File: src/shared/dftc_pkg.sv
// Constants shared by the DMA threshold engine, its FIFO and its output buffer.
// Assumes a 32-bit classic Wishbone register bus and a 32-bit memory data path.
package dftc_pkg;

  localparam int DATA_W = 32;
  localparam int FIFO_DEPTH = 16;
  localparam int CNT_W = 5;
  localparam int PTR_W = 4;
  localparam int BYTE_W = 7;

  localparam logic [7:0] OFS_DATA_CFG = 8'h00;
  localparam logic [7:0] OFS_CONTROL = 8'h04;
  localparam logic [7:0] OFS_STATUS = 8'h08;
  localparam logic [7:0] OFS_RX_ADDR = 8'h0C;
  localparam logic [7:0] OFS_TX_ADDR = 8'h10;

  localparam int CFG_WAIT_LSB = 6;
  localparam int CFG_DW_BIT = 5;
  localparam int CFG_BMS_BIT = 4;
  localparam int CFG_RFT_LSB = 2;
  localparam int CFG_TFT_LSB = 0;
  localparam logic [7:0] CFG_RESET = 8'h00;

  localparam int CTRL_RX_BIT = 0;
  localparam int CTRL_TX_BIT = 1;
  localparam logic [1:0] CTRL_RESET = 2'h0;

  localparam logic [BYTE_W-1:0] RX_THR_BYTES [4] = '{7'h04, 7'h08, 7'h10, 7'h18};
  localparam logic [BYTE_W-1:0] TX_THR_BYTES [4] = '{7'h08, 7'h10, 7'h18, 7'h1C};

  // FIFO capacity in transfer units: 32 bytes as words or as long words.
  localparam logic [CNT_W-1:0] CAP_WORD = 5'h10;
  localparam logic [CNT_W-1:0] CAP_LONG = 5'h08;

  localparam logic [31:0] STEP_WORD = 32'h00000002;
  localparam logic [31:0] STEP_LONG = 32'h00000004;
  localparam logic [31:0] MASK_WORD = 32'h0000FFFF;
  localparam logic [31:0] MASK_LONG = 32'hFFFFFFFF;

  typedef enum logic [1:0] {ST_IDLE, ST_T1, ST_T2} dftc_state_t;

endpackage

File: src/shared/dftc_stream_if.sv
// Valid/ready word stream between the engine's own modules.
// Assumes both ends share one clock.
`timescale 1ns/1ps
interface dftc_stream_if;
  import dftc_pkg::*;
  logic valid;
  logic ready;
  logic [DATA_W-1:0] data;
  modport src(output valid, output data, input ready);
  modport snk(input valid, input data, output ready);
endinterface

File: src/rtl/dftc_dma_top.sv
// DMA engine whose FIFO thresholds, burst mode, width and wait states are
// set by the data configuration register, reached over classic Wishbone.
// Assumes memory answers a cycle with mem_rdy_i, and rx/tx streams are
// synchronous to clk_i.
//
// Behaviour
// - Wait field adds zero to three T2 states
// - Width bit selects 16-bit or 32-bit transfers
// - Empty/fill mode: run until rx empty, tx full
// - Block mode: run until threshold amount moved; transmit here stops at the free FIFO space when that is no larger
// - Receive request only after threshold reached
// - Receive threshold is 4, 8, 16, 24 bytes
// - Block receive writes exactly the threshold amount
// - Transmit requests bus when below threshold
// - Transmit threshold is 8, 16, 24, 28 bytes
// - Block transmit burst reads the threshold amount; the code reads the free FIFO space instead when that is no larger
// - Burst reads only what fills the FIFO
//
// Design decisions made here: the Wishbone slave port and the register offsets.
`timescale 1ns/1ps
module dftc_dma_top import dftc_pkg::*; (
  input wire logic clk_i, // 250 MHz clock
  input wire logic rst_i, // synchronous reset, high
  input wire logic wb_cyc_i, // Wishbone cycle
  input wire logic wb_stb_i, // Wishbone strobe
  input wire logic wb_we_i, // Wishbone write
  input wire logic [7:0] wb_adr_i, // Wishbone byte address
  input wire logic [3:0] wb_sel_i, // Wishbone byte enables
  input wire logic [31:0] wb_dat_i, // Wishbone write data
  output logic [31:0] wb_dat_o, // Wishbone read data
  output logic wb_ack_o, // Wishbone acknowledge
  output logic mem_cyc_o, // memory cycle active
  output logic mem_we_o, // memory write
  output logic mem_wide_o, // 32-bit memory transfer
  output logic [31:0] mem_addr_o, // memory byte address
  output logic [31:0] mem_wdata_o, // memory write data
  input wire logic [31:0] mem_rdata_i, // memory read data
  input wire logic mem_rdy_i, // memory ready at end of T2
  input wire logic rx_valid_i, // receive word valid
  input wire logic [31:0] rx_data_i, // receive word
  output logic rx_ready_o, // receive FIFO can take a word
  output logic tx_valid_o, // transmit word valid
  output logic [31:0] tx_data_o, // transmit word
  input wire logic tx_ready_i // transmit consumer ready
);

  logic [7:0] cfg_ff, nxt_cfg;
  logic [1:0] ctrl_ff, nxt_ctrl;
  logic [31:0] rx_addr_ff, nxt_rx_addr, tx_addr_ff, nxt_tx_addr;
  logic ack_ff, nxt_ack;
  logic [31:0] dat_ff, nxt_dat;
  logic req;

  dftc_state_t state_ff, nxt_state;
  logic dir_tx_ff, nxt_dir_tx;
  logic [CNT_W-1:0] beats_ff, nxt_beats;
  logic [1:0] wcnt_ff, nxt_wcnt;
  logic mem_cyc_ff, nxt_mem_cyc, mem_we_ff, nxt_mem_we, mem_wide_ff, nxt_mem_wide;
  logic [31:0] mem_addr_ff, nxt_mem_addr, mem_wdata_ff, nxt_mem_wdata;
  logic rx_ready_ff, nxt_rx_ready;

  logic wide, block;
  logic [1:0] wait_sel;
  logic [CNT_W-1:0] cap, rx_thr, tx_thr, rx_count, tx_count, space;
  logic [31:0] data_mask, step;
  logic rx_pop, rx_push, tx_push, adv_rx, adv_tx, cont;
  logic [CNT_W:0] nxt_rx_level;

  dftc_stream_if rx_in();
  dftc_stream_if rx_out();
  dftc_stream_if tx_in();
  dftc_stream_if tx_mid();
  dftc_stream_if tx_ob();

  function automatic logic [CNT_W-1:0] to_units(input logic [BYTE_W-1:0] bytes,
                                                input logic w);
    to_units = w ? bytes[6:2] : bytes[5:1];
  endfunction

  function automatic logic [31:0] merge(input logic [31:0] old, input logic [31:0] val,
                                        input logic [3:0] sel);
    merge = old;
    for (int i = 0; i < 4; i++) begin
      if (sel[i]) begin
        merge[i*8 +: 8] = val[i*8 +: 8];
      end
    end
  endfunction

  assign wide = cfg_ff[CFG_DW_BIT];
  assign block = cfg_ff[CFG_BMS_BIT];
  assign wait_sel = cfg_ff[CFG_WAIT_LSB +: 2];
  assign cap = wide ? CAP_LONG : CAP_WORD;
  assign step = wide ? STEP_LONG : STEP_WORD;
  assign data_mask = wide ? MASK_LONG : MASK_WORD;
  assign rx_thr = to_units(RX_THR_BYTES[cfg_ff[CFG_RFT_LSB +: 2]], wide);
  assign tx_thr = to_units(TX_THR_BYTES[cfg_ff[CFG_TFT_LSB +: 2]], wide);
  assign space = cap - tx_count;

  assign rx_in.valid = rx_valid_i & rx_ready_ff;
  assign rx_in.data = rx_data_i & data_mask;
  assign rx_out.ready = rx_pop;
  assign rx_push = rx_in.valid & rx_in.ready;
  assign tx_in.valid = tx_push;
  assign tx_in.data = mem_rdata_i & data_mask;
  assign tx_ob.ready = tx_ready_i;

  dftc_fifo u_rx_fifo (
    .clk_i(clk_i),
    .rst_i(rst_i),
    .cap_i(cap),
    .in_s(rx_in),
    .out_s(rx_out),
    .count_o(rx_count)
  );

  dftc_fifo u_tx_fifo (
    .clk_i(clk_i),
    .rst_i(rst_i),
    .cap_i(cap),
    .in_s(tx_in),
    .out_s(tx_mid),
    .count_o(tx_count)
  );

  dftc_skid u_tx_skid (
    .clk_i(clk_i),
    .rst_i(rst_i),
    .in_s(tx_mid),
    .out_s(tx_ob)
  );

  // Register bus: ack one cycle after the request, write lands at the edge that ends the ack cycle.
  assign req = wb_cyc_i & wb_stb_i;

  always_comb begin
    nxt_cfg = cfg_ff;
    nxt_ctrl = ctrl_ff;
    nxt_rx_addr = rx_addr_ff;
    nxt_tx_addr = tx_addr_ff;
    nxt_ack = req & ~ack_ff;
    nxt_dat = dat_ff;
    if (adv_rx) begin
      nxt_rx_addr = rx_addr_ff + step;
    end
    if (adv_tx) begin
      nxt_tx_addr = tx_addr_ff + step;
    end
    if (req && !ack_ff) begin
      unique case (wb_adr_i)
        OFS_DATA_CFG: nxt_dat = {24'h000000, cfg_ff};
        OFS_CONTROL: nxt_dat = {30'h00000000, ctrl_ff};
        OFS_STATUS: nxt_dat = {14'h0000, dir_tx_ff, mem_cyc_ff, 3'h0, tx_count,
                               3'h0, rx_count};
        OFS_RX_ADDR: nxt_dat = rx_addr_ff;
        OFS_TX_ADDR: nxt_dat = tx_addr_ff;
        default: nxt_dat = 32'h00000000;
      endcase
    end
    // A software address write wins over an advance in the same cycle.
    if (req && ack_ff && wb_we_i) begin
      unique case (wb_adr_i)
        OFS_DATA_CFG: begin
          if (wb_sel_i[0]) begin
            nxt_cfg = wb_dat_i[7:0];
          end
        end
        OFS_CONTROL: begin
          if (wb_sel_i[0]) begin
            nxt_ctrl = wb_dat_i[1:0];
          end
        end
        OFS_RX_ADDR: nxt_rx_addr = merge(rx_addr_ff, wb_dat_i, wb_sel_i);
        OFS_TX_ADDR: nxt_tx_addr = merge(tx_addr_ff, wb_dat_i, wb_sel_i);
        default: nxt_cfg = cfg_ff;
      endcase
    end
  end

  always_ff @(posedge clk_i) begin
    if (rst_i) begin
      cfg_ff <= CFG_RESET;
      ctrl_ff <= CTRL_RESET;
      rx_addr_ff <= 32'h00000000;
      tx_addr_ff <= 32'h00000000;
      ack_ff <= 1'b0;
      dat_ff <= 32'h00000000;
    end else begin
      cfg_ff <= nxt_cfg;
      ctrl_ff <= nxt_ctrl;
      rx_addr_ff <= nxt_rx_addr;
      tx_addr_ff <= nxt_tx_addr;
      ack_ff <= nxt_ack;
      dat_ff <= nxt_dat;
    end
  end

  // DMA sequencer. Receive has priority; a burst always runs to its end,
  // so clearing an enable takes effect only between bursts.
  always_comb begin
    nxt_state = state_ff;
    nxt_dir_tx = dir_tx_ff;
    nxt_beats = beats_ff;
    nxt_wcnt = wcnt_ff;
    nxt_mem_cyc = mem_cyc_ff;
    nxt_mem_we = mem_we_ff;
    nxt_mem_wide = mem_wide_ff;
    nxt_mem_addr = mem_addr_ff;
    nxt_mem_wdata = mem_wdata_ff;
    rx_pop = 1'b0;
    tx_push = 1'b0;
    adv_rx = 1'b0;
    adv_tx = 1'b0;
    cont = 1'b0;
    unique case (state_ff)
      ST_IDLE: begin
        if (ctrl_ff[CTRL_RX_BIT] && rx_count != 5'h00 && rx_count >= rx_thr) begin
          nxt_dir_tx = 1'b0;
          nxt_beats = block ? rx_thr : rx_count;
          nxt_state = ST_T1;
          nxt_mem_cyc = 1'b1;
          nxt_mem_we = 1'b1;
          nxt_mem_wide = wide;
          nxt_mem_addr = rx_addr_ff;
          nxt_mem_wdata = rx_out.data;
          rx_pop = 1'b1;
        end else if (ctrl_ff[CTRL_TX_BIT] && tx_count < tx_thr && tx_count < cap) begin
          nxt_dir_tx = 1'b1;
          nxt_beats = (block && tx_thr < space) ? tx_thr : space;
          nxt_state = ST_T1;
          nxt_mem_cyc = 1'b1;
          nxt_mem_we = 1'b0;
          nxt_mem_wide = wide;
          nxt_mem_addr = tx_addr_ff;
        end
      end
      ST_T1: begin
        nxt_state = ST_T2;
        nxt_wcnt = wait_sel;
      end
      ST_T2: begin
        if (wcnt_ff != 2'h0) begin
          nxt_wcnt = wcnt_ff - 2'h1;
        end else if (mem_rdy_i) begin
          tx_push = dir_tx_ff;
          adv_rx = ~dir_tx_ff;
          adv_tx = dir_tx_ff;
          nxt_beats = beats_ff - 5'h01;
          if (dir_tx_ff) begin
            cont = block ? (beats_ff > 5'h01)
                         : (({1'b0, tx_count} + 6'h01) < {1'b0, cap});
          end else begin
            cont = (!block || beats_ff > 5'h01) && rx_count != 5'h00;
          end
          if (cont) begin
            nxt_state = ST_T1;
            nxt_mem_addr = mem_addr_ff + step;
            if (!dir_tx_ff) begin
              nxt_mem_wdata = rx_out.data;
              rx_pop = 1'b1;
            end
          end else begin
            nxt_state = ST_IDLE;
            nxt_mem_cyc = 1'b0;
          end
        end
      end
      default: begin
        nxt_state = ST_IDLE;
        nxt_mem_cyc = 1'b0;
      end
    endcase
    // Ready is registered from the level after this edge, so it never overfills.
    nxt_rx_level = {1'b0, rx_count} + {5'h00, rx_push} - {5'h00, rx_pop};
    nxt_rx_ready = nxt_rx_level < {1'b0, cap};
  end

  always_ff @(posedge clk_i) begin
    if (rst_i) begin
      state_ff <= ST_IDLE;
      dir_tx_ff <= 1'b0;
      beats_ff <= 5'h00;
      wcnt_ff <= 2'h0;
      mem_cyc_ff <= 1'b0;
      mem_we_ff <= 1'b0;
      mem_wide_ff <= 1'b0;
      mem_addr_ff <= 32'h00000000;
      mem_wdata_ff <= 32'h00000000;
      rx_ready_ff <= 1'b0;
    end else begin
      state_ff <= nxt_state;
      dir_tx_ff <= nxt_dir_tx;
      beats_ff <= nxt_beats;
      wcnt_ff <= nxt_wcnt;
      mem_cyc_ff <= nxt_mem_cyc;
      mem_we_ff <= nxt_mem_we;
      mem_wide_ff <= nxt_mem_wide;
      mem_addr_ff <= nxt_mem_addr;
      mem_wdata_ff <= nxt_mem_wdata;
      rx_ready_ff <= nxt_rx_ready;
    end
  end

  assign wb_ack_o = ack_ff;
  assign wb_dat_o = dat_ff;
  assign mem_cyc_o = mem_cyc_ff;
  assign mem_we_o = mem_we_ff;
  assign mem_wide_o = mem_wide_ff;
  assign mem_addr_o = mem_addr_ff;
  assign mem_wdata_o = mem_wdata_ff;
  assign rx_ready_o = rx_ready_ff;
  assign tx_valid_o = tx_ob.valid;
  assign tx_data_o = tx_ob.data;

endmodule

File: src/rtl/dftc_fifo.sv
// Flip-flop FIFO of 32-bit entries with a run-time capacity limit.
// Assumes cap_i does not shrink below the current fill level.
`timescale 1ns/1ps
module dftc_fifo import dftc_pkg::*; (
  input wire logic clk_i, // clock
  input wire logic rst_i, // synchronous reset, high
  input wire logic [CNT_W-1:0] cap_i, // usable entries
  dftc_stream_if.snk in_s, // fill side
  dftc_stream_if.src out_s, // drain side
  output logic [CNT_W-1:0] count_o // fill level
);
  logic [DATA_W-1:0] mem_ff [FIFO_DEPTH];
  logic [DATA_W-1:0] nxt_mem [FIFO_DEPTH];
  logic [PTR_W-1:0] wr_ptr_ff, nxt_wr_ptr, rd_ptr_ff, nxt_rd_ptr;
  logic [CNT_W-1:0] count_ff, nxt_count;
  logic push, pop;

  assign in_s.ready = count_ff < cap_i;
  assign out_s.valid = count_ff != 5'h00;
  assign out_s.data = mem_ff[rd_ptr_ff];
  assign count_o = count_ff;
  assign push = in_s.valid & in_s.ready;
  assign pop = out_s.valid & out_s.ready;

  always_comb begin
    nxt_mem = mem_ff;
    nxt_wr_ptr = wr_ptr_ff;
    nxt_rd_ptr = rd_ptr_ff;
    nxt_count = count_ff;
    if (push) begin
      nxt_mem[wr_ptr_ff] = in_s.data;
      nxt_wr_ptr = wr_ptr_ff + 4'h1;
    end
    if (pop) begin
      nxt_rd_ptr = rd_ptr_ff + 4'h1;
    end
    if (push && !pop) begin
      nxt_count = count_ff + 5'h01;
    end else if (pop && !push) begin
      nxt_count = count_ff - 5'h01;
    end
  end

  always_ff @(posedge clk_i) begin
    mem_ff <= nxt_mem;
  end

  always_ff @(posedge clk_i) begin
    if (rst_i) begin
      wr_ptr_ff <= 4'h0;
      rd_ptr_ff <= 4'h0;
      count_ff <= 5'h00;
    end else begin
      wr_ptr_ff <= nxt_wr_ptr;
      rd_ptr_ff <= nxt_rd_ptr;
      count_ff <= nxt_count;
    end
  end
endmodule

File: src/rtl/dftc_skid.sv
// Two-entry buffer with registered outputs in front of the transmit consumer.
// Assumes the consumer may hold ready low for any number of cycles.
`timescale 1ns/1ps
module dftc_skid import dftc_pkg::*; (
  input wire logic clk_i, // clock
  input wire logic rst_i, // synchronous reset, high
  dftc_stream_if.snk in_s, // from transmit FIFO
  dftc_stream_if.src out_s // to consumer
);
  logic main_valid_ff, nxt_main_valid, spare_valid_ff, nxt_spare_valid;
  logic [DATA_W-1:0] main_data_ff, nxt_main_data, spare_data_ff, nxt_spare_data;
  logic take, drain;

  // Ready depends only on a flop, so a stall never loses a word in flight.
  assign in_s.ready = ~spare_valid_ff;
  assign out_s.valid = main_valid_ff;
  assign out_s.data = main_data_ff;
  assign take = in_s.valid & ~spare_valid_ff;
  assign drain = main_valid_ff & out_s.ready;

  always_comb begin
    nxt_main_valid = main_valid_ff;
    nxt_main_data = main_data_ff;
    nxt_spare_valid = spare_valid_ff;
    nxt_spare_data = spare_data_ff;
    if (drain) begin
      if (spare_valid_ff) begin
        nxt_main_data = spare_data_ff;
        nxt_spare_valid = 1'b0;
      end else if (take) begin
        nxt_main_data = in_s.data;
      end else begin
        nxt_main_valid = 1'b0;
      end
    end else if (take) begin
      if (!main_valid_ff) begin
        nxt_main_valid = 1'b1;
        nxt_main_data = in_s.data;
      end else begin
        nxt_spare_valid = 1'b1;
        nxt_spare_data = in_s.data;
      end
    end
  end

  always_ff @(posedge clk_i) begin
    if (rst_i) begin
      main_valid_ff <= 1'b0;
      spare_valid_ff <= 1'b0;
      main_data_ff <= 32'h00000000;
      spare_data_ff <= 32'h00000000;
    end else begin
      main_valid_ff <= nxt_main_valid;
      spare_valid_ff <= nxt_spare_valid;
      main_data_ff <= nxt_main_data;
      spare_data_ff <= nxt_spare_data;
    end
  end
endmodule

File: config.mk
export PLATFORM = sky130hd
export DESIGN_NAME = dftc_dma_top
export DESIGN_NICKNAME = d
export VERILOG_FILES = /design/src/shared/dftc_pkg.sv /design/src/shared/dftc_stream_if.sv /design/src/rtl/dftc_dma_top.sv /design/src/rtl/dftc_fifo.sv /design/src/rtl/dftc_skid.sv
export SDC_FILE = /design/constraint.sdc
export NUM_CORES = 2
export LEC_CHECK = 0
export BUFFER_PORTS_ARGS = -buffer_cell sky130_fd_sc_hd__clkbuf_2
export CAP_MARGIN = 10
export CORE_ASPECT_RATIO = 0.6
export CORE_MARGIN = 2
export CORE_UTILIZATION = 45
export DETAILED_ROUTE_END_ITERATION = 7
export PLACE_DENSITY = 0.72
export SLEW_MARGIN = 15
export SYNTH_ARGS = -nofsm -noshare
export SYNTH_HDL_FRONTEND = slang
export SYNTH_HIERARCHICAL = 1
export SYNTH_SLANG_ARGS = --single-unit
File: constraint.sdc
create_clock -name clk_i -period 13.7 [get_ports clk_i]
set_input_delay 0 -clock clk_i [delete_from_list [all_inputs] [get_ports clk_i]]
set_output_delay 0 -clock clk_i [all_outputs]
set_load 0.01 [all_outputs]
-- Word-level counts from Yosys, hierarchy flattened
Index checks and enable logic that the tools add are counted.
- add/subtract/negate cells: 17
- $mul: 0
- div/mod/pow operators: 0
- order comparisons: 16
- equality and inequality tests: 25
- shifts and indexed selects: 0
- multiplexer cells: 102
- bitwise logic cells: 21
- reduce and logical (&&, ||, !) cells: 48
- operators with widths (kind ; count):
    $bwmux 512 ; 2
    $mux 32 ; 28
    $bmux 32 s4 ; 2
    $demux 32 s4 ; 2
    $pmux 32 s5 ; 1
    $pmux 32 s2 ; 2
    $add 32x3->32 ; 3
    $mux 5 ; 13
    $and 32x32->32 ; 2
    $mux 8 ; 4
    $mux 1 ; 31
    $bmux 7 s2 ; 2
    $mux 7 ; 4
    $ne 3x3->1 const B ; 9
    $ge 5x5->1 const B ; 4
    $lt 5x5->1 ; 4
    $ne 2x2->1 const B ; 10
    $not 4->5 ; 4
    $reduce_and 3->1 ; 6
    $add 4x1->4 const B ; 4
    $eq 8x4->1 const B ; 2
    $reduce_bool 2->1 ; 8
    $logic_and 1x1->1 ; 15
    $sub 5x1->5 const B ; 3
    other kinds (35) ; 64
- bits in registers: 1301
- latch bits: 0
- RAM bits: 0
- ROM bits: 0
- logic and storage cells: 293
- memories kept: 0

-- Longest topological paths before layout
- depth in word-level cells: 15
- gate-level depth with buffers: 22

-- Hierarchy
The synthesis kept the hierarchy.
- modules (own cells, without submodules) (module ; times used ; cells an instance ; area each (µm²)):
    dftc_fifo (u_tx_fifo) ; 1 ; 1073 ; 20591.0
    dftc_fifo (u_rx_fifo) ; 1 ; 1073 ; 20567.2
    dftc_dma_top ; 1 ; 1469 ; 11546.1
    dftc_skid ; 1 ; 412 ; 3321.9

-- Worst setup path before layout
Ideal clock, no wire load.
- path kind: reg-to-reg
- start point: register cfg_ff[5]
- end point: register u_rx_fifo.count_ff[4], in the netlist u_rx_fifo/count_o[4]
- arrival time: 4.506 ns
- setup slack: 9.124 ns
- stages on the path, launching flop included: 21
- period minus slack after synthesis: 4.576 ns
- cells stage by stage: dfxtp_1 buf_2 clkbuf_1 mux2i_1 ha_1 o21a_1 o311ai_2 nor2_2 a32o_1 buf_2 buf_2 a21boi_0 inv_1 ha_1 inv_1 fa_1 a21o_1 a21oi_1 xnor2_1 or3_1 a21oi_1
- longest elaborated chain between the ends: 15
- elaborated cells on any way between the ends: 24
- classes of those cells: order compare: 3; mux: 13; bitwise: 2; reduce/logical: 6
- ends and longest elaborated chain (item ; RTL line ; source):
    start: declaration ; dftc_dma_top.sv:47 ; logic [7:0] cfg_ff, nxt_cfg;
    start signal: assignment ; dftc_dma_top.sv:189 ; cfg_ff <= nxt_cfg;
    $mux 5 ; dftc_dma_top.sv:93 ; assign cap = wide ? CAP_LONG : CAP_WORD;
    $lt 6x5->1 ; dftc_dma_top.sv:251 ; : (({1'b0, tx_count} + 6'h01) < {1'b0, cap});
    $mux 1 ; dftc_dma_top.sv:250 ; cont = block ? (beats_ff > 5'h01)
    $mux 1 ; dftc_dma_top.sv:249 ; if (dir_tx_ff) begin
    $mux 1 ; dftc_dma_top.sv:244 ; end else if (mem_rdy_i) begin
    $mux 1 ; dftc_dma_top.sv:242 ; if (wcnt_ff != 2'h0) begin
    $mux 1 ; dftc_dma_top.sv:215 ; unique case (state_ff)
    $mux 1 ; dftc_dma_top.sv:255 ; if (cont) begin
    $mux 1 ; dftc_dma_top.sv:244 ;
    $mux 1 ; dftc_dma_top.sv:242 ;
    $pmux 1 s2 * ; dftc_dma_top.sv:215 ;
    via rx_out.ready ; dftc_stream_if.sv:7 ; logic ready;
    $and 1x1->1 * ; dftc_fifo.sv:23 ; assign pop = out_s.valid & out_s.ready;
    $logic_not 1->1 ; dftc_fifo.sv:37 ; if (push && !pop) begin
    $logic_and 1x1->1 ; dftc_fifo.sv:37 ;
    $mux 5 or $reduce_bool 2->1 (tied branches) ; - ;
    end signal: assignment ; dftc_fifo.sv:56 ; count_ff <= nxt_count;
    end: declaration ; dftc_fifo.sv:15 ; logic [CNT_W-1:0] count_ff, nxt_count;
The timed path passes the listed nets; every way through them passes the cells marked *. The select of a mux whose other input is x is not followed.
A chain may end at the register's enable or synchronous reset.

-- Worst setup path after layout
- start point: register cfg_ff[5]
- end point: register rx_ready_ff, in the netlist rx_ready_o
- longest elaborated chain between the ends: 13
- elaborated cells on any way between the ends: 20
- classes of those cells: add/sub: 2; order compare: 4; mux: 12; bitwise: 1; reduce/logical: 1
- ends and longest elaborated chain (item ; RTL line ; source):
    $mux 5 ; dftc_dma_top.sv:93 ;
    $lt 6x5->1 ; dftc_dma_top.sv:251 ;
    $mux 1 ; dftc_dma_top.sv:250 ;
    $mux 1 ; dftc_dma_top.sv:249 ;
    $mux 1 ; dftc_dma_top.sv:244 ;
    $mux 1 ; dftc_dma_top.sv:242 ;
    $mux 1 ; dftc_dma_top.sv:215 ;
    $mux 1 ; dftc_dma_top.sv:255 ;
    $mux 1 ; dftc_dma_top.sv:244 ;
    $mux 1 ; dftc_dma_top.sv:242 ;
    $pmux 1 s2 ; dftc_dma_top.sv:215 ;
    $sub 6x1->6 ; dftc_dma_top.sv:274 ; nxt_rx_level = {1'b0, rx_count} + {5'h00, rx_push} - {5'h00, rx_pop};
    $lt 6x5->1 * ; dftc_dma_top.sv:275 ; nxt_rx_ready = nxt_rx_level < {1'b0, cap};
    end signal: assignment ; dftc_dma_top.sv:300 ; rx_ready_ff <= nxt_rx_ready;
    end: declaration ; dftc_dma_top.sv:60 ; logic rx_ready_ff, nxt_rx_ready;
Every way passes the cells marked *; elsewhere a longest branch is shown, timed or not. The select of a mux whose other input is x is not followed.

==> qor.csv <==
stage;metric;value;unit
run_status;status;finished, final reports clean;
min_path;hp-class;in2reg;
grt;grt_usage;24.01;%
setup_path;critPathRequiredTime;14.32;ns
synthesis;yosys_warnings;6;
placement;port_buffers;249;
clocking;insertion_delay;0.76;ns
routing;drc;0;
final_layout;drive_gt1_share;18.29;%
sta;finalClockSkew;0.04559;ns
routing;drt_iter0_drc;5037;
floorplanning;num_rows;100;
routing;wl_per_cell;25.71;microns
routing;antenna_left;0;
power_and_ir_drop;p_leak;0.02096;uW
sta;fin_crit;5.201;ns
synthesis;syn_avg_cell_area;13.92;sq um
floorplanning;num_io_pins;250;
sta;setup_tns;0;ns
sta;worst_pin_slew;1.218;ns
sta;finalHoldViolCount;0;
final_layout;fin_nets;4515;
power_and_ir_drop;vdd_drop_max;0.0001237;V
setup_path;crit_arrival;5.83;ns
routing;first_pass_iters;6;
floorplanning;initial_core_util;45.26;%
clocking;post_cts_buffers;0;
grt;first_global_vias;34900;
placement;dp_hpwl;95590;microns
setup_path;crit_fanout;50;
grt;grt_pass1_wl;229800;microns
grt;overflow;0;
synthesis;syn_area;0.05600;sq mm
final_layout;final_area;0.06413;sq mm
synthesis;synth_cells;4023;
floorplanning;die_w;459.4;microns
placement;placed_area;0.05869;sq mm
clocking;htreeDepth;3;
flow_run;maxCapViolCount;0;
placement;place_ws;8.553;ns
power_and_ir_drop;total_power;9668;uW
sta;relSlewSlack;18.38;%
setup_path;cp-end-kind;flip-flop;
grt;grt_max_degree;127;
setup_path;critical_path.startpoint_type;flip-flop;
sta;max_freq;0.1923;GHz
routing;vias_per_cell;6.095;
setup_path;critPathKind;reg2reg;
grt;grt_antenna_before_repair;6;
sta;finalSetupViolCount;0;
clocking;cts_tree;yes;
final_layout;areaGrowthSynthToFinish;14.50;%
clocking;cts_inserted_buffers;117;
power_and_ir_drop;p_per_area;150.8;mW/mm^2
sta;slew_violations;0;
clocking;cts_sinks;1301;
clocking;clockRootBuffer;clkbuf_16;
routing;vias;37020;
floorplanning;die-area;0.1274;sq mm
routing;routed_wl;156100;microns
floorplanning;fp.dieH;277.3;microns
floorplanning;core;0.1237;sq mm
clocking;clock_path_buffers;3;
clocking;clk_pin_slew;0.07;ns
placement;gp_congestion;0.9022;
sta;rsz0062_at_grt;no;
sta;post-route-period-util;37.96;%
sta;finalWorstSetupSlack;8.499;ns
## placed cells by master (no fill, tap or decap), types with 34 or more instances in the layout
cell           count
nand3_1           91
a21oi_1          238
o22ai_1           45
and2_1            50
and3_1            34
inv_1             75
buf_4             77
dfxtp_1          269
nand2_1          302
a31oi_1           35
clkbuf_16        118
nor2b_1           44
mux2i_1          256
ha_1              58
mux2_2            73
mux4_2           129
edfxtp_1        1024
nor2_1           189
dlygate4sd3_1    137
a221oi_1          71
o21ai_0          185
nor3_1            35
nand2b_1          44
clkbuf_2         248
a22oi_1           93
## critical path: stages, from the launching register on
cell and delay [ns]:
dfxtp_2 0.32, buf_4 0.58, mux2i_1 0.32, ha_1 0.27, o21a_1 0.20, o311ai_2 0.71
nor2_2 0.06, a32o_2 0.25, buf_4 0.37, ha_1 0.33, inv_1 0.05, ha_1 0.21
and3b_1 0.16, o21ai_0 0.18, a21oi_1 0.13, nor3_1 0.15, nor2_1 0.07, ha_1 0.17
or2_2 0.28, a2111oi_0 0.28
## what timing repair did
item | CTS | global route
hold buffers | 137 | 0
hold endpoints to repair | 1149 | 0
resized for setup | 0 | 0
## metrics by stage
step / util (%) / hold WS [ns] / std cells
floorplan: - / 0.06907 / 4028
global placement: 47.43 / 0.2709 / 5710
detailed placement: 47.43 / 0.2837 / 5710
CTS: 51.77 / 0.01350 / 6065
global route: 51.81 / 0.09687 / 6070
finish: 51.82 / 0.04174 / 6074
## layout make-up
type	instances	area, sq um
Fill cell	10070	59620
Tap cell	1632	2042
Clock buffer	145	3144
Timing Repair Buffer	466	3272
Multi-Input combinational cell	2375	18200
Inverter	75	281.5
Antenna cell	7	17.52
Sequential cell	1301	36320
Clock inverter	73	852.1
## power by group
| group | internal, uW | switching, uW |
|---|---|---|
| Combinational | 703 | 1090 |
| Clock | 1910 | 1510 |
| Sequential | 4330 | 124 |
| Total | 6950 | 2720 |
## flip-flops by register name, summed over array words and instances (netlist names), 8 cells and up
name	flops
cfg_ff	8
mem_addr_o	32
mem_wdata_o	32
rx_addr_ff	32
tx_addr_ff	32
u_rx_fifo/mem_ff	512
u_tx_fifo/mem_ff	512
u_tx_skid/out_s.data	32
u_tx_skid/spare_data_ff	32
wb_dat_o	32
## worst paths after layout
| kind | endpoint | start | slack [ns] | cells past startpoint |
|---|---|---|---|---|
| min reg2reg | mem_addr_o[0] | mem_addr_o[0] | 0.45 | 2 |
| max | rx_ready_o | cfg_ff[5] | 8.50 | 19 |
| min | wb_ack_o | wb_cyc_i | 0.04 | 5 |
| max reg2reg | rx_ready_o | cfg_ff[5] | 8.50 | 19 |
## metal layers
layer | track usage (%) | vias to the layer above | wire length, microns
li1 | - | 16190 | -
met1 | 36.66 | 18610 | 68040
met2 | 33.82 | 1990 | 66790
met3 | 6.366 | 236 | 17720
met4 | 6.107 | 2 | 3572
met5 | 0 | - | 7
No activity file was read; power rests on OpenSTA's default activity.
